`config.mk`:
```
export PLATFORM = sky130hd
export DESIGN_NAME = synth_phase_function_fastlock_regs
export DESIGN_NICKNAME = d
export VERILOG_FILES = /design/src/common/synth_host_pkg.sv /design/src/design/synth_phase_function_fastlock_regs.sv
export SDC_FILE = /design/constraint.sdc
export NUM_CORES = 1
export LEC_CHECK = 0
export ABC_AREA = 0
export BUFFER_PORTS_ARGS = -buffer_cell sky130_fd_sc_hd__buf_2
export CAP_MARGIN = 10
export CORE_MARGIN = 8
export CORE_UTILIZATION = 35
export CTS_BUF_LIST = sky130_fd_sc_hd__clkbuf_4 sky130_fd_sc_hd__clkbuf_8 sky130_fd_sc_hd__clkbuf_16
export DETAILED_ROUTE_END_ITERATION = 8
export PLACE_DENSITY = 0.54
export SYNTH_ARGS = -nofsm -noshare
export SYNTH_HDL_FRONTEND = slang
export SYNTH_SLANG_ARGS = --single-unit
```
`constraint.sdc`:
```
create_clock -name i_clk_sys -period 7.7 [get_ports i_clk_sys]
set_input_delay 0.385 -clock i_clk_sys [delete_from_list [all_inputs] [get_ports i_clk_sys]]
set_output_delay 0.385 -clock i_clk_sys [all_outputs]
set_load 0.005 [all_outputs]
```
`src/common/synth_host_pkg.sv`:
```
// Constants, word layouts and types for the synthesizer serial-load controller
package synth_host_pkg;
	// Serial word geometry
	localparam int         WORD_W         = 24;
	localparam logic [4:0] LEN_FREQ       = 5'h18;
	localparam logic [4:0] LEN_MOD        = 5'h18;
	localparam logic [4:0] LEN_PHASE      = 5'h10;
	localparam logic [4:0] LEN_FUNC       = 5'h10;
	localparam logic [4:0] LEN_TIMER      = 5'h18;
	localparam logic [4:0] LEN_PDOWN      = 5'h08;
	// Three select bits in the low end of every word
	localparam logic [2:0] SEL_FREQ       = 3'h0;
	localparam logic [2:0] SEL_MOD        = 3'h1;
	localparam logic [2:0] SEL_PHASE      = 3'h2;
	localparam logic [2:0] SEL_FUNC       = 3'h3;
	localparam logic [2:0] SEL_TIMER      = 3'h4;
	localparam logic [2:0] SEL_PDOWN      = 3'h5;
	// Fixed field values
	localparam logic       PHASE_RSV_VAL  = 1'b0;
	localparam logic [9:0] FUNC_RSV_VAL   = 10'h001;
	localparam logic       FUNC_RSV4_VAL  = 1'b1;
	localparam logic [9:0] TIMER_RSV_VAL  = 10'h001;
	// Timer select codes and switch margin
	localparam logic [1:0] TSEL_BOOST     = 2'h2;
	localparam logic [1:0] TSEL_SW3       = 2'h1;
	localparam logic [1:0] TSEL_SW12      = 2'h0;
	localparam logic [8:0] SW_MARGIN      = 9'h007;
	localparam logic [8:0] CNT_MAX        = 9'h1FF;
	// Modulus assumed before the first modulus write
	localparam logic [11:0] MOD_RESET     = 12'h00D;
	// Serial clock timing
	localparam int         CLK_PERIOD_NS  = 5;
	localparam int         SCLK_PERIOD_NS = 40;
	localparam int         SCLK_HALF_CYC  = (SCLK_PERIOD_NS / 2 + CLK_PERIOD_NS - 1) / CLK_PERIOD_NS;

	typedef enum logic [2:0] {
		OP_FREQ   = 3'h0,
		OP_MOD    = 3'h1,
		OP_PHASE  = 3'h2,
		OP_FUNC   = 3'h3,
		OP_TIMERS = 3'h4,
		OP_PDOWN  = 3'h5
	} op_e;

	typedef struct packed {
		op_e         op;
		logic [20:0] data;
	} cmd_s;

	typedef enum logic [4:0] {
		ST_IDLE   = 5'h01,
		ST_SHIFT  = 5'h02,
		ST_REFWT  = 5'h04,
		ST_LATCH  = 5'h08,
		ST_GAP    = 5'h10
	} state_e;
endpackage

```
`src/design/synth_phase_function_fastlock_regs.sv`:
```
// Host-side serial loader for the synthesizer configuration registers
`timescale 1ns/10ps
module synth_phase_function_fastlock_regs
	import synth_host_pkg::*;
#(
	parameter int SCLK_HALF = SCLK_HALF_CYC
) (
	input  wire logic i_clk_sys,
	input  wire logic i_srst,
	input  wire cmd_s i_cmd,
	input  wire logic i_cmd_valid,
	input  wire logic i_align_mod,
	input  wire logic i_ref_clk,
	output logic      o_cmd_ready,
	output logic      o_phase_pending,
	output logic      o_sclk,
	output logic      o_sdata,
	output logic      o_le
);
	// Select code and word length per command
	function automatic logic [2:0] sel_of(input op_e op);
		case (op)
			OP_FREQ:   sel_of = SEL_FREQ;
			OP_MOD:    sel_of = SEL_MOD;
			OP_PHASE:  sel_of = SEL_PHASE;
			OP_FUNC:   sel_of = SEL_FUNC;
			OP_TIMERS: sel_of = SEL_TIMER;
			default:   sel_of = SEL_PDOWN;
		endcase
	endfunction

	function automatic logic [4:0] len_of(input op_e op);
		case (op)
			OP_FREQ:   len_of = LEN_FREQ;
			OP_MOD:    len_of = LEN_MOD;
			OP_PHASE:  len_of = LEN_PHASE;
			OP_FUNC:   len_of = LEN_FUNC;
			OP_TIMERS: len_of = LEN_TIMER;
			default:   len_of = LEN_PDOWN;
		endcase
	endfunction

	// Word assembly; reserved fields forced so the user cannot break them
	function automatic logic [WORD_W-1:0] build_word(input op_e op, input logic [20:0] d,
			input logic [1:0] tsel, input logic [8:0] cnt);
		case (op)
			OP_PHASE:  build_word = {8'h00, PHASE_RSV_VAL, d[11:0], sel_of(op)};
			OP_FUNC:   build_word = {8'h00, FUNC_RSV_VAL, d[1], FUNC_RSV4_VAL, d[0], sel_of(op)};
			OP_TIMERS: build_word = {TIMER_RSV_VAL, cnt, tsel, sel_of(op)};
			OP_PDOWN:  build_word = {16'h0000, d[4:0], sel_of(op)};
			default:   build_word = {d, sel_of(op)};
		endcase
	endfunction

	// Timer write order: boost, third switch, first and second switches
	function automatic logic [1:0] tsel_of(input logic [1:0] step);
		case (step)
			2'h0:    tsel_of = TSEL_BOOST;
			2'h1:    tsel_of = TSEL_SW3;
			default: tsel_of = TSEL_SW12;
		endcase
	endfunction

	state_e            st_reg, st_next;
	op_e               op_reg;
	logic [20:0]       data_reg;
	logic [WORD_W-1:0] sh_reg, sh_next;
	logic [4:0]        bits_reg, bits_next;
	logic [7:0]        div_reg, div_next;
	logic [1:0]        step_reg, step_next;
	logic [8:0]        boost_reg;
	logic [11:0]       mod_reg;
	logic [11:0]       ref_cnt_reg;
	logic              ref_s1_reg, ref_s2_reg, ref_s3_reg;
	logic              sclk_reg, sclk_next, le_reg, le_next;
	logic              ready_reg, ready_next, pend_reg, pend_next;

	// Command decode and word preparation
	wire logic              accept     = ready_reg & i_cmd_valid;
	wire logic [9:0]        sw_sum     = {1'b0, boost_reg} + {1'b0, SW_MARGIN};
	wire logic [8:0]        sw_cnt     = sw_sum[9] ? CNT_MAX : sw_sum[8:0];
	wire logic [WORD_W-1:0] word_new   = build_word(i_cmd.op, i_cmd.data, TSEL_BOOST, i_cmd.data[8:0]);
	wire logic [WORD_W-1:0] word_step  = build_word(op_reg, data_reg, tsel_of(step_next), sw_cnt);
	wire logic              div_done   = (div_reg == 8'h00);
	wire logic              ref_rise   = ref_s2_reg & ~ref_s3_reg;
	wire logic              ref_ok     = ref_rise & (~i_align_mod | (ref_cnt_reg == 12'h000));
	wire logic              last_bit   = (bits_reg == 5'h01);
	wire logic [7:0]        half_m1    = 8'(SCLK_HALF - 1);
	wire logic              latch_end  = (st_reg == ST_LATCH) & div_done;

	// Sequencer: shift on falling edge, device samples on rising
	always_comb begin
		st_next    = st_reg;
		sh_next    = sh_reg;
		bits_next  = bits_reg;
		div_next   = div_done ? half_m1 : div_reg - 8'h01;
		step_next  = step_reg;
		sclk_next  = sclk_reg;
		le_next    = le_reg;
		ready_next = ready_reg;
		pend_next  = pend_reg;
		case (st_reg)
			ST_IDLE: begin
				div_next = half_m1;
				if (accept) begin
					sh_next    = word_new << (5'(WORD_W) - len_of(i_cmd.op));
					bits_next  = len_of(i_cmd.op);
					step_next  = 2'h0;
					ready_next = 1'b0;
					st_next    = ST_SHIFT;
				end
			end
			ST_SHIFT: if (div_done) begin
				sclk_next = ~sclk_reg;
				if (sclk_reg) begin
					bits_next = bits_reg - 5'h01;
					sh_next   = sh_reg << 1;
					if (last_bit)
						st_next = (op_reg == OP_FREQ) ? ST_REFWT : ST_LATCH;
				end
			end
			ST_REFWT: begin
				div_next = half_m1;
				if (ref_ok) begin
					le_next = 1'b1;
					st_next = ST_LATCH;
				end
			end
			ST_LATCH: begin
				le_next = 1'b1;
				if (div_done) begin
					le_next = 1'b0;
					st_next = ST_GAP;
					if (op_reg == OP_PHASE)
						pend_next = 1'b1;
					else if (op_reg == OP_FREQ)
						pend_next = 1'b0;
				end
			end
			ST_GAP: if (div_done) begin
				if (op_reg == OP_TIMERS && step_reg != 2'h2) begin
					step_next = step_reg + 2'h1;
					sh_next   = word_step;
					bits_next = LEN_TIMER;
					st_next   = ST_SHIFT;
				end else begin
					ready_next = 1'b1;
					st_next    = ST_IDLE;
				end
			end
			default: st_next = ST_IDLE;
		endcase
	end

	// Sequencer registers
	always_ff @(posedge i_clk_sys) begin
		if (i_srst) begin
			st_reg    <= ST_IDLE;
			sh_reg    <= '0;
			bits_reg  <= 5'h00;
			div_reg   <= 8'h00;
			step_reg  <= 2'h0;
			sclk_reg  <= 1'b0;
			le_reg    <= 1'b0;
			ready_reg <= 1'b1;
			pend_reg  <= 1'b0;
		end else begin
			st_reg    <= st_next;
			sh_reg    <= sh_next;
			bits_reg  <= bits_next;
			div_reg   <= div_next;
			step_reg  <= step_next;
			sclk_reg  <= sclk_next;
			le_reg    <= le_next;
			ready_reg <= ready_next;
			pend_reg  <= pend_next;
		end
	end

	// Captured command; modulus kept for frequency-write spacing
	always_ff @(posedge i_clk_sys) begin
		if (i_srst) begin
			op_reg    <= OP_PDOWN;
			data_reg  <= '0;
			boost_reg <= 9'h000;
			mod_reg   <= MOD_RESET;
		end else if (accept) begin
			op_reg   <= i_cmd.op;
			data_reg <= i_cmd.data;
			if (i_cmd.op == OP_TIMERS)
				boost_reg <= i_cmd.data[8:0];
			if (i_cmd.op == OP_MOD)
				mod_reg <= i_cmd.data[11:0];
		end
	end

	// Reference synchroniser; runs through reset so no false edge follows it
	always_ff @(posedge i_clk_sys) begin
		ref_s1_reg <= i_ref_clk;
		ref_s2_reg <= ref_s1_reg;
		ref_s3_reg <= ref_s2_reg;
	end

	// Reference cycles modulo the modulus, so spaced loads repeat phase
	always_ff @(posedge i_clk_sys) begin
		if (i_srst)
			ref_cnt_reg <= 12'h000;
		else if (ref_rise)
			ref_cnt_reg <= (ref_cnt_reg + 12'h001 >= mod_reg) ? 12'h000 : ref_cnt_reg + 12'h001;
	end

	assign o_cmd_ready     = ready_reg;
	assign o_phase_pending = pend_reg;
	assign o_sclk          = sclk_reg;
	assign o_sdata         = sh_reg[WORD_W-1];
	assign o_le            = le_reg;
endmodule

```
# ---- Word-level counts from Yosys, hierarchy flattened
# Index checks and enable logic that the tools add are counted.
dict set report word_totals {
  register_bits 108
  inputBits 29
  out_inout_bits 5
  wordCells 128
}
dict set report op_classes {
  addsub 6
  n_lt_le_gt_ge 1
  n_eq_ne 27
  shift 1
  n_mux 46
  bitwise_logic 7
  n_reduce_logical 22
}
# operator n
set op_table {}
lappend op_table {{case mux 24 bit (4 select lines)} 2}
lappend op_table {{2-to-1 mux 24 bit} 5}
lappend op_table {{case mux 24 bit (3 select lines)} 1}
lappend op_table {{2-to-1 mux 5 bit} 13}
lappend op_table {{case mux 5 bit (5 select lines)} 1}
lappend op_table {{left shift 24 x 5 -> 24 bit} 1}
lappend op_table {{inequality test 2 bit, second input constant} 10}
lappend op_table {{case mux 5 bit (3 select lines)} 1}
lappend op_table {{adder 12 x 1 -> 12 bit, second input constant} 1}
lappend op_table {{== test 3 x 2 -> 1 bit, second input constant} 4}
lappend op_table {{== test 3 bit, second input constant} 4}
lappend op_table {{greater-or-equal comparator 12 bit} 1}
lappend op_table {{logical NOT 12 bit} 1}
lappend op_table {{2-to-1 mux 12 bit} 1}
lappend op_table {{2-to-1 mux 2 bit} 6}
lappend op_table {{case mux 3 bit (2 select lines)} 2}
lappend op_table {{adder 9 x 3 -> 10 bit, second input constant} 1}
lappend op_table {{== test 5 x 1 -> 1 bit, second input constant} 2}
lappend op_table {{case mux 5 bit (2 select lines)} 1}
lappend op_table {{2-to-1 mux 9 bit} 1}
lappend op_table {{logical NOT 8 bit} 1}
lappend op_table {{case mux 2 bit (2 select lines)} 2}
lappend op_table {{AND reduction 2 bit} 4}
lappend op_table {{subtractor 8 x 1 -> 8 bit, second input constant} 1}
lappend op_table {{other kinds (27)} 43}

# ---- Logic depth before layout (Yosys ltp)
# Gate-level depths: netlist of run 1.
dict set report depth {
  depth_word 11
  depth_mapped 11
  ltp_nobuf 11
}

# ---- Worst setup path before layout of run 1
# OpenSTA, ideal clock, no wires.
dict set report synth_timing {
  path_type {input-to-reg}
  start {input i_cmd[23] (netlist name)}
  end {register sh_reg[16]}
  setup_ns 0.134
  arrival_time_ns 2.530
  required_time_ns 7.566
  setup_slack_ns 5.036
  path_stages 9
  path_buffers 2
  cell_sequence {clkbuf_1 clkbuf_1 inv_1 ha_1 and4b_1 a221o_1 or2_2 a222oi_1 a211oi_1}
}
dict set report synth_between {
  elab_chain_cells 9
  elab_cells_between_ends 17
}
# item line
set synth_rtl {}
lappend synth_rtl {{start, declared} synth_phase_function_fastlock_regs.sv:10} ;# input wire cmd_s i_cmd,
lappend synth_rtl {{== test 3 bit (tied with other cells)} {synth_phase_function_fastlock_regs.sv:22, synth_phase_function_fastlock_regs.sv:33, synth_phase_function_fastlock_regs.sv:46}}
lappend synth_rtl {{OR reduction 3 bit (no source line) or OR reduction 2 bit (tied branches)} n/a}
lappend synth_rtl {{case mux 5 bit (2 select lines)} synth_phase_function_fastlock_regs.sv:33} ;# case (op)
lappend synth_rtl {{2-to-1 mux 5 bit} synth_phase_function_fastlock_regs.sv:105} ;# if (accept) begin
lappend synth_rtl {{2-to-1 mux 5 bit} synth_phase_function_fastlock_regs.sv:102} ;# case (st_reg)
lappend synth_rtl {{subtractor 5 bit} synth_phase_function_fastlock_regs.sv:106} ;# sh_next = word_new << (5'(WORD_W) - len_of(i_cmd.op));
lappend synth_rtl {{left shift 24 x 5 -> 24 bit (*)} synth_phase_function_fastlock_regs.sv:106}
lappend synth_rtl {{2-to-1 mux 24 bit (*)} synth_phase_function_fastlock_regs.sv:105}
lappend synth_rtl {{case mux 24 bit (3 select lines) (*)} synth_phase_function_fastlock_regs.sv:102}
lappend synth_rtl {{end signal, assigned} synth_phase_function_fastlock_regs.sv:169} ;# sh_reg <= sh_next;
lappend synth_rtl {{end, declared} synth_phase_function_fastlock_regs.sv:67} ;# logic [WORD_W-1:0] sh_reg, sh_next;
# Every way passes the cells marked *; elsewhere a longest branch is shown, timed or not. The select of a mux whose other input is x is not followed.
# A chain may end at the register's enable or synchronous reset.

# ---- Worst setup path in the final report of run 1
dict set report layout_timing {
  start {register ref_cnt_reg[0]}
  end {register ref_cnt_reg[9]}
}
dict set report layout_between {
  elab_chain_cells 3
}
# item line
set layout_rtl {}
lappend layout_rtl {{start, declared} synth_phase_function_fastlock_regs.sv:73} ;# logic [11:0] ref_cnt_reg;
lappend layout_rtl {{start signal, assigned} synth_phase_function_fastlock_regs.sv:209} ;# ref_cnt_reg <= (ref_cnt_reg + 12'h001 >= mod_reg) ? 12'h000 : ref_cnt_reg + 12'h001;
lappend layout_rtl {{adder 12 x 1 -> 12 bit (*)} synth_phase_function_fastlock_regs.sv:209}
lappend layout_rtl {{greater-or-equal comparator 12 bit} synth_phase_function_fastlock_regs.sv:209}
lappend layout_rtl {{2-to-1 mux 12 bit (*)} synth_phase_function_fastlock_regs.sv:209}
# Every way passes the cells marked *; elsewhere a longest branch is shown, timed or not.

==> results of run 1 <==
-- Yosys cell counts (5+ instances only) --
cell type / count
dfxtp_1: 108
nand2_1: 97
a21oi_1: 74
nor2_1: 58
clkbuf_1: 35
inv_1: 33
o21ai_0: 31
ha_1: 24
nand3_1: 22
mux2i_1: 21
o211ai_1: 19
a211oi_1: 18
a311oi_1: 17
xnor2_1: 14
a31oi_1: 13
and3_1: 12
buf_2: 12
a221oi_1: 10
nand2b_1: 10
nor2b_1: 10
nor4_1: 10
nor3_1: 9
or3_1: 7
a2111oi_0: 6
a22oi_1: 6
nor4bb_1: 6
o21a_1: 6
xor2_1: 6
a21o_1: 5
and2_1: 5
nor3b_1: 5
o31ai_1: 5
-- worst min path at each step --
stage                          start          to  slack (ns)  cells after the start
after floorplan           ref_s1_reg  ref_s2_reg        0.31                      0
after global placement    ref_s1_reg  ref_s2_reg        0.32                      0
after detailed placement  ref_s1_reg  ref_s2_reg        0.32                      0
after CTS                  i_ref_clk  ref_s1_reg        0.11                      1
after global routing       i_ref_clk  ref_s1_reg        0.11                      1
final                      i_ref_clk  ref_s1_reg        0.12                      1
-- power by group through the flow --
stage / sequential [mW] / clock, mW / combinational (mW)
final: 0.675 / 0.495 / 0.407
after global routing: 0.684 / 0.525 / 0.450
after CTS: 0.674 / 0.503 / 0.406
after detailed placement: 0.686 / 0 / 0.406
after global placement: 0.687 / 0 / 0.405
after floorplan: 0.668 / 0 / 0.324
-- worst max-delay path: cells and delay by family (launching register included) --
kind / cells / cell delay, ns
simple gates: 4 / 1.19
fa+ha+maj: 2 / 0.47
flops: 1 / 0.43
xor+xnor: 1 / 0.20
compound gates: 3 / 0.76
-- area by class of cell --
class,instances,area (um^2),share of cell area [%]
flip-flops and latches,108,2162,30.96
well taps,229,286.5,4.102
multi-input cells,602,3899,55.82
clock buffers,9,225.2,3.225
clock inverters,7,85.08,1.218
repair buffers,38,202.7,2.902
inverters,33,123.9,1.774
-- cells by family (layout without fill, tap and decap cells) --
kind of cell | after synthesis | count (layout) | share of synthesized area (%)
buf+inv | 88 | 87 | 6.084
compound gates | 245 | 245 | 25.77
simple gates | 291 | 291 | 23.75
fa+ha+maj | 25 | 25 | 4.820
mux | 21 | 21 | 3.265
xor+xnor | 20 | 20 | 2.721
flops | 108 | 108 | 33.59
-- stage by stage --
step / power (mW) / worst slack (ns)
floorplan: 0.9921 / 5.036
global placement: 1.092 / 4.466
detailed placement: 1.092 / 4.373
CTS: 1.583 / 4.615
global route: 1.658 / 4.280
finish: 1.577 / 4.585
-- routing by layer --
layer	GRT usage (%)	share of wire (%)	wire [um]
met4	6.467	2.2	421
met1	22.52	47	9013
met5	0	0	0
met2	27.22	47	8864
met3	2.346	3.9	738
==> results.cfg, run 1 <==
[status]
status = complete, no violations

[critical_path]
crit_end = ref_cnt_reg[9]
cp-startpoint = ref_cnt_reg[0]
start_kind = flop
r2r_slack_ns = 4.58
crit_slowest_cell = nor4_1
critPathCaptureType = flop
slowest_delay_ns = 0.53
path_class = reg -> reg
rr_endpoint = ref_cnt_reg[9]
worst_ep_required_time_ns = 7.99
path_cells = ha_1, nand3_1, nor4_1, xor2_1, ha_1, nand2_1, o211ai_1, nor2_1, o21ai_0, o211ai_1
r2r_cells = 10
critPathMaxFanout = 8
regToRegStartpoint = ref_cnt_reg[0]
arrival_ns = 3.40

[min_path]
hp-class = in -> reg

[timing]
rsz0062_at_grt = false
setup_viol = 0
fin_crit_ns = 3.115
finalSetupTns_ns = 0
maxSlewHeadroom_pct = 22.48
slew_violations = 0
timing.fmax_mhz = 321.0
fin_skew_ns = 0.006596
period_share_pct = 40.46
tightest_slew_ns = 1.162
hold_viol_final = 0
whs_ns = 0.1178

[placed_design]
place_inst = 1010
routabilityCongestion = 0.8792
portBuffers = 33
place_area_um2 = 6674
dp_hpwl_um = 13510

[cells_and_area]
nets = 845
final_cell_mix = dfxtp_1, nand2_1, a21oi_1
syn_to_final_growth_pct = 8.494
largest_reg_flops = 24
antenna_cells = 0
fin_area_um2 = 6984
final_cells = 1026
drive_gt1_share_pct = 9.912
layout_commonest_cell = dfxtp_1
final_util_pct = 38.75
nFillCells = 1894

[pwr]
ir_drop_v = 0.0001053
p_clk_share_pct = 31.4
p_int_mw = 1.033
power_per_cell_area_nw_per_um2 = 225.8
comb_power_share_pct = 25.8
power_leakage_nw = 2.605
power.share.sequential_pct = 42.8
swShare_pct = 34.48
p_sw_mw = 0.5437

[synth]
synth.avg_cell_area_um2 = 8.067
yosys_warnings = 0
yosysTopAreaCell = dfxtp_1
yosysTopAreaCellShare_pct = 33.59
synth_edf_count = 0
ys_types = 80
synth_ff_type = dfxtp_1
ys_seq_area_share_pct = 33.59
syn_area_um2 = 6437
ys_seq_elements = 108
async_reset_ff_share_pct = 0
ys_top_cells_by_area = dfxtp_1, a21oi_1, nand2_1
synth_nets = 851
syn_inst = 798

[global_routing]
overflow = 0
antenna_found_initial = 0
grt_usage_pct = 16.91
grt_max_degree = 84
grt_pass1_wl_um = 30620
first_global_vias = 5584

[drt]
ant_nets = 0
viasPerCell = 5.720
wire_per_inst_um = 18.56
drt_iter0_markers = 475
drt_drc_violations_left = 0
vias = 5869
drt_pass1_iterations = 7
routed_wl_um = 19040

[floorplan]
die_h_um = 151.6
start_util_pct = 35.71
rows = 49
die_w_um = 151.6
core_um2 = 18020
die_area_um2 = 22990
ioPinCount = 34

[clocking]
clk_path_buf_depth = 2
numCtsBuffers = 9
cts_tree = built
hold_buffers = 0
cts.repair.resized = 0
cts_setup_buffers = 0
path_clk_slew_ns = 0.08
clock_latency_ns = 0.36
clock-sinks = 108
root_buffer = clkbuf_16
h-tree-depth = 3

[run]
maxCapViolations = 0
(Power assumes the default switching activity.)
==> run 2, diff against run 1 <==
--- a/config.mk
+++ b/config.mk
@@ -5,14 +5,14 @@
 export SDC_FILE = /design/constraint.sdc
 export NUM_CORES = 1
 export LEC_CHECK = 0
-export ABC_AREA = 0
+export ABC_AREA = 1
 export BUFFER_PORTS_ARGS = -buffer_cell sky130_fd_sc_hd__buf_2
 export CAP_MARGIN = 10
 export CORE_MARGIN = 8
 export CORE_UTILIZATION = 35
 export CTS_BUF_LIST = sky130_fd_sc_hd__clkbuf_4 sky130_fd_sc_hd__clkbuf_8 sky130_fd_sc_hd__clkbuf_16
 export DETAILED_ROUTE_END_ITERATION = 8
-export PLACE_DENSITY = 0.54
+export PLACE_DENSITY = 0.55
 export SYNTH_ARGS = -nofsm -noshare
 export SYNTH_HDL_FRONTEND = slang
 export SYNTH_SLANG_ARGS = --single-unit
==> constraint.sdc (replaced) <==
create_clock -name i_clk_sys -period 2.6 [get_ports i_clk_sys]
set_input_delay 0.13 -clock i_clk_sys [delete_from_list [all_inputs] [get_ports i_clk_sys]]
set_output_delay 0.13 -clock i_clk_sys [all_outputs]
set_load 0.005 [all_outputs]
==> run 2 against run 1 <==
Compared with the run above:
- worst hold slack got worse by 0.072 ns
- clock skew increased by 0.0029 ns
- sequential share of layout area decreased by 1.2 points
- area after synthesis decreased by 7.4%
- flip-flop and latch count decreased by 6
- cell count increased by 11%
- count of clock-buffer cells in the layout increased by 1
- first-iteration DRC count decreased by 25%
- total power increased to 3.9 times the previous value
- critical path type unchanged
- largest power group is now combinational logic
- sequential power increased to 3.3 times the previous value
==> results.cfg, run 2 <==
[drt]
routed_wl_um = 17390
drt_iter0_markers = 355
vias = 5783
wire_per_inst_um = 15.27
drt_pass1_iterations = 5
drt_drc_violations_left = 0
viasPerCell = 5.077
ant_nets = 0

[clocking]
clock_latency_ns = 0.36
clk_path_buf_depth = 2
clock-sinks = 102
path_clk_slew_ns = 0.08
h-tree-depth = 3
cts_tree = built
root_buffer = clkbuf_16
numCtsBuffers = 9

[synth]
yosysTopAreaCellShare_pct = 34.26
async_reset_ff_share_pct = 0
yosys_warnings = 0
syn_inst = 883
yosysMostFrequentCell = nand2_1
synth_top_family_by_area = simple AND/OR/NAND/NOR gates
syn_area_um2 = 5959
synth_xor_area_share_pct = 1.617
ys_seq_elements = 102
synth_common_cells = nand2_1, inv_1, dfxtp_1
synth_mux_area_share_pct = 0
synth_compound_area_share_pct = 21.69
ys_types = 49
synthSimpleGateAreaFrac_pct = 26.77
synth.avg_cell_area_um2 = 6.749
ys_seq_area_share_pct = 34.26
ys_top_cells_by_area = dfxtp_1, nand2_1, a21oi_1
synth_ff_type = dfxtp_1
synth_edf_count = 0
synth_nets = 936
yosysTopAreaCell = dfxtp_1
synthAdderAreaFrac_pct = 5.039

[cells_and_area]
drive_gt1_share_pct = 16.65
antenna_cells = 0
largest_reg_flops = 24
syn_to_final_growth_pct = 16.27
regArea_um2 = 2062
nFillCells = 1781
multi_input_area_um2 = 3501
final_cell_mix = nand2_1, inv_1, dfxtp_1
layout_commonest_cell = nand2_1
nets = 968

[floorplan]
core_um2 = 16640
die_h_um = 146.5
rows = 47
start_util_pct = 35.81
ioPinCount = 34
die_w_um = 146.5
die_area_um2 = 21460

[global_routing]
overflow = 0
antenna_found_initial = 0
first_global_vias = 5589
grt_max_degree = 37
grt_usage_pct = 16.41
grt_pass1_wl_um = 28370

[run]
maxCapViolations = 0

[critical_path]
timing.critical_path.buf_inv = 3
path_delay_family = simple AND/OR/NAND/NOR gates
critPathMaxFanout = 6
path_class = reg -> reg
critPathCaptureType = flop
path_cells = inv_4, nor4_4, nand2_2, inv_2, nand2_1, nand2_1, and2_4, ha_4, a21oi_2, o21a_1, nand4_1, buf_12, nand3b_1, a21oi_2
start_kind = flop
arrival_ns = 2.83
crit_slowest_cell = dfxtp_4
worst_ep_required_time_ns = 2.88
slowest_delay_ns = 0.37

[timing]
maxSlewHeadroom_pct = 56.73
hold_viol_final = 0
slew_violations = 0
fin_crit_ns = 2.543
timing.fmax_mhz = 393.2
rsz0062_at_grt = true
period_share_pct = 97.82
setup_viol = 0
tightest_slew_ns = 0.6474
fin_skew_ns = 0.009448
finalSetupTns_ns = 0

[placed_design]
dp_hpwl_um = 12620
routabilityCongestion = 0.9667
portBuffers = 33

[status]
status = complete, no violations

[pwr]
power_per_cell_area_nw_per_um2 = 893.5
total_power_mw = 6.191
power_leakage_nw = 3.022
ir_drop_v = 0.0005250

[min_path]
hp-class = in -> reg
[run 2: cell count changes in the layout (fill, tap and decap cells not counted), moves of 21 or more]
cell and delta:
mux2i_1 -21, inv_1 +69, o21ai_1 +28, nor2_1 +36, o21ai_0 +29, nand2_1 +71
[run 2: worst paths after layout]
path	from	endpoint	slack [ns]	cells past startpoint
setup reg to reg	ref_cnt_reg[3]	ref_cnt_reg[2]	0.06	14
hold / removal	i_cmd[18]	data_reg[18]	0.05	3
hold reg to reg	ref_s1_reg	ref_s2_reg	0.33	0
setup / recovery	ref_cnt_reg[3]	ref_cnt_reg[2]	0.06	14
[run 2: repair_timing]
action                                  CTS  global route
pin swaps                                 5            22
hold buffers                              1             0
cloned                                    0             1
endpoints found under the setup margin    1            12
gates resized for setup                   7            51
hold endpoints to repair                  1             0
setup buffers                             1             5
[run 2: cell type report]
type                       instances  share of cell area, %
inverter                         115                  6.338
multi-input combinational        630                  50.52
clock buffer                      10                  3.359
timing repair buffer              57                  5.453
sequential                       102                  29.76
clock inverter                     5                 0.5959
tap                              220                  3.973
[run 2: per-layer routing]
| layer | track usage (%) | vias to the layer above | wire length, um |
|---|---|---|---|
| met4 | 5.204 | 0 | 306 |
| met5 | 0 | - | 0 |
| met2 | 26.13 | 121 | 7732 |
| li1 | - | 2956 | - |
| met3 | 3.461 | 21 | 806 |
| met1 | 21.67 | 2685 | 8544 |
[run 2: stage by stage]
stage	worst slack, ns	cell area, um^2	hold slack [ns]	utilization (%)	std cells
3_3_place_gp	0.08489	6336	0.2345	38.07	1116
2_1_floorplan	0.08586	5959	0.1577	-	883
4_1_cts	0.006692	6646	0.04691	39.94	1133
5_1_grt	-0.1015	6929	0.08741	41.64	1139
6_report	0.05673	6929	0.04537	41.64	1139
3_5_place_dp	0.01867	6336	0.2349	38.07	1116
[run 2: cell families (layout without fill, tap and decap cells)]
| family | Yosys count | in the layout |
|---|---|---|
| compound gates | 230 | 230 |
| xor+xnor | 11 | 11 |
| fa+ha+maj | 24 | 24 |
| buf+inv | 151 | 187 |
| flops | 102 | 102 |
| simple gates | 365 | 365 |
[run 2: worst reg2reg max path, cell delays in order (launching register included)]
cell	delay, ns
dfxtp_4	0.37
inv_4	0.06
nor4_4	0.29
nand2_2	0.16
inv_2	0.09
nand2_1	0.05
nand2_1	0.09
and2_4	0.15
ha_4	0.20
a21oi_2	0.12
o21a_1	0.13
nand4_1	0.22
buf_12	0.22
nand3b_1	0.16
a21oi_2	0.15
[run 2: report_power, final]
part | total, mW | internal (mW) | switching, mW
logic | 2.66 | 0.882 | 1.78
registers | 2.21 | 1.97 | 0.247
clock network | 1.32 | 0.666 | 0.649
total | 6.19 | 3.51 | 2.68
==> run 3, diff against run 2 <==
--- a/config.mk
+++ b/config.mk
@@ -8,6 +8,7 @@
 export ABC_AREA = 1
 export BUFFER_PORTS_ARGS = -buffer_cell sky130_fd_sc_hd__buf_2
 export CAP_MARGIN = 10
+export CORE_ASPECT_RATIO = 0.8
 export CORE_MARGIN = 8
 export CORE_UTILIZATION = 35
 export CTS_BUF_LIST = sky130_fd_sc_hd__clkbuf_4 sky130_fd_sc_hd__clkbuf_8 sky130_fd_sc_hd__clkbuf_16
==> run 3 against run 2 <==
Compared with the run above:
- count of clock-buffer cells in the layout stayed put
- final area is 0.31% higher
- flip-flop and latch count stayed put
- worst setup slack worse by 0.036 ns
- wire length is 0.12% lower
- fmax is 1.4% lower
- worst hold slack better by 0.0042 ns
- first-iteration DRC count is 39% higher
- clock skew is 0.0032 ns higher
- total power is 1.1% higher
- sequential power hardly changed
- critical path type unchanged
==> results.cfg, run 3 (synthesized netlist as in run 2, its figures left out) <==
[status]
status = complete, no violations

[critical_path]
path_delay_family = simple AND/OR/NAND/NOR gates
critPathCaptureType = flop
path_class = reg -> reg
arrival_ns = 2.87
crit_slowest_cell = dfxtp_4
start_kind = flop
timing.critical_path.buf_inv = 3
crit_top_cell = nand2_1
critPathMaxFanout = 6
slowest_delay_ns = 0.37
path_cells = ha_4, nand2_4, nor2_4, nand3_2, buf_4, xor2_1, inv_1, ha_1, nand2_1, o21ai_1, nand2_1, nand4_1, clkbuf_16, nor2_4, nand2_1, a21oi_1
worst_ep_required_time_ns = 2.89

[global_routing]
grt_use_met2_pct = 22.39
overflow = 0
gr-usage-met3_pct = 4.340
antenna_found_initial = 0
grt_max_degree = 37
use_met1_pct = 23.79
grt_pass1_wl_um = 28020
first_global_vias = 5306
grt.busiest_layer = met1
grt_usage_pct = 16.10

[timing]
fin_skew_ns = 0.01267
fin_crit_ns = 2.579
fin_ws_ns = 0.02102
setup_viol = 0
tightest_slew_ns = 0.6015
timing.fmax_mhz = 387.8
period_share_pct = 99.19
whs_ns = 0.04955
finalSetupTns_ns = 0
rsz0062_at_grt = true
hold_viol_final = 0
slew_violations = 0
maxSlewHeadroom_pct = 59.80

[drt]
viasPerCell = 5.003
drt_pass1_iterations = 5
routed_wl_um = 17370
wire_per_inst_um = 15.20
ant_nets = 0
drt_iter0_markers = 492
vias = 5718
drt_drc_violations_left = 0

[clocking]
clock-sinks = 102
clock_latency_ns = 0.36
numCtsBuffers = 9
root_buffer = clkbuf_16
clk_path_buf_depth = 2
h-tree-depth = 3
cts_tree = built
path_clk_slew_ns = 0.08

[placed_design]
dp_hpwl_um = 12730
routabilityCongestion = 0.9097
portBuffers = 33
place_area_um2 = 6374
post-place-ws_ns = 0.01070

[cells_and_area]
nets = 971
final_cell_mix = nand2_1, inv_1, dfxtp_1
layout_commonest_cell = nand2_1
drive_gt1_share_pct = 17.33
syn_to_final_growth_pct = 16.63
largest_reg_flops = 24
final_util_pct = 41.86
antenna_cells = 0
fin_area_um2 = 6950

[floorplan]
core_um2 = 16610
rows = 42
start_util_pct = 35.89
die_w_um = 161.9
ioPinCount = 34
die_area_um2 = 21480
die_h_um = 132.7

[min_path]
hp-class = in -> reg

[pwr]
ir_drop_v = 0.0005627
power_leakage_nw = 3.059
power_per_cell_area_nw_per_um2 = 901.0

[run]
maxCapViolations = 0
run 3: what timing repair did:
item,4_1_cts,5_1_grt
cloned,0,1
hold buffers,1,0
buffers inserted,0,4
setup endpoints to repair,3,12
gates resized for setup,3,58
hold endpoints to repair,1,0
pin swaps,2,19
run 3: path summary, 6_finish.rpt:
check	end	from	depth (start not counted)	slack [ns]
min reg2reg	ref_s2_reg	ref_s1_reg	0	0.33
max	ref_cnt_reg[9]	ref_cnt_reg[1]	16	0.02
min	data_reg[18]	i_cmd[18]	3	0.05
max reg2reg	ref_cnt_reg[9]	ref_cnt_reg[1]	16	0.02
run 3: final cells by class:
type / instances / area, um^2
Inverter: 115 / 436.7
Sequential cell: 102 / 2057
Timing Repair Buffer: 60 / 404.1
Fill cell: 1795 / 9656
Clock inverter: 6 / 51.30
Clock buffer: 10 / 239.0
Tap cell: 220 / 275.3
Multi-Input combinational cell: 630 / 3487
run 3: report_power, final:
group | total, mW | internal, mW | switching (mW)
combinational | 2.69 | 0.894 | 1.79
clock | 1.36 | 0.693 | 0.666
sequential | 2.22 | 1.97 | 0.248
total | 6.26 | 3.55 | 2.71
run 3: per-layer routing:
metal  up-vias  routed length, um
li1       2968                  -
met1      2567               9134
met2       171               6899
met3        12               1168
met4         0                164
met5         -                  0
run 3: stage by stage:
stage                     power [mW]  std cells
after floorplan                4.401        883
after global routing           6.764       1143
final                          6.262       1143
after CTS                      6.272       1138
after global placement         4.890       1121
after detailed placement       4.903       1121
run 3: worst reg2reg max path, stage by stage, from the launching register on:
cell	delay [ns]
dfxtp_4	0.37
ha_4	0.16
nand2_4	0.06
nor2_4	0.12
nand3_2	0.11
buf_4	0.15
xor2_1	0.20
inv_1	0.07
ha_1	0.27
nand2_1	0.10
o21ai_1	0.09
nand2_1	0.06
nand4_1	0.22
clkbuf_16	0.25
nor2_4	0.10
nand2_1	0.05
a21oi_1	0.14
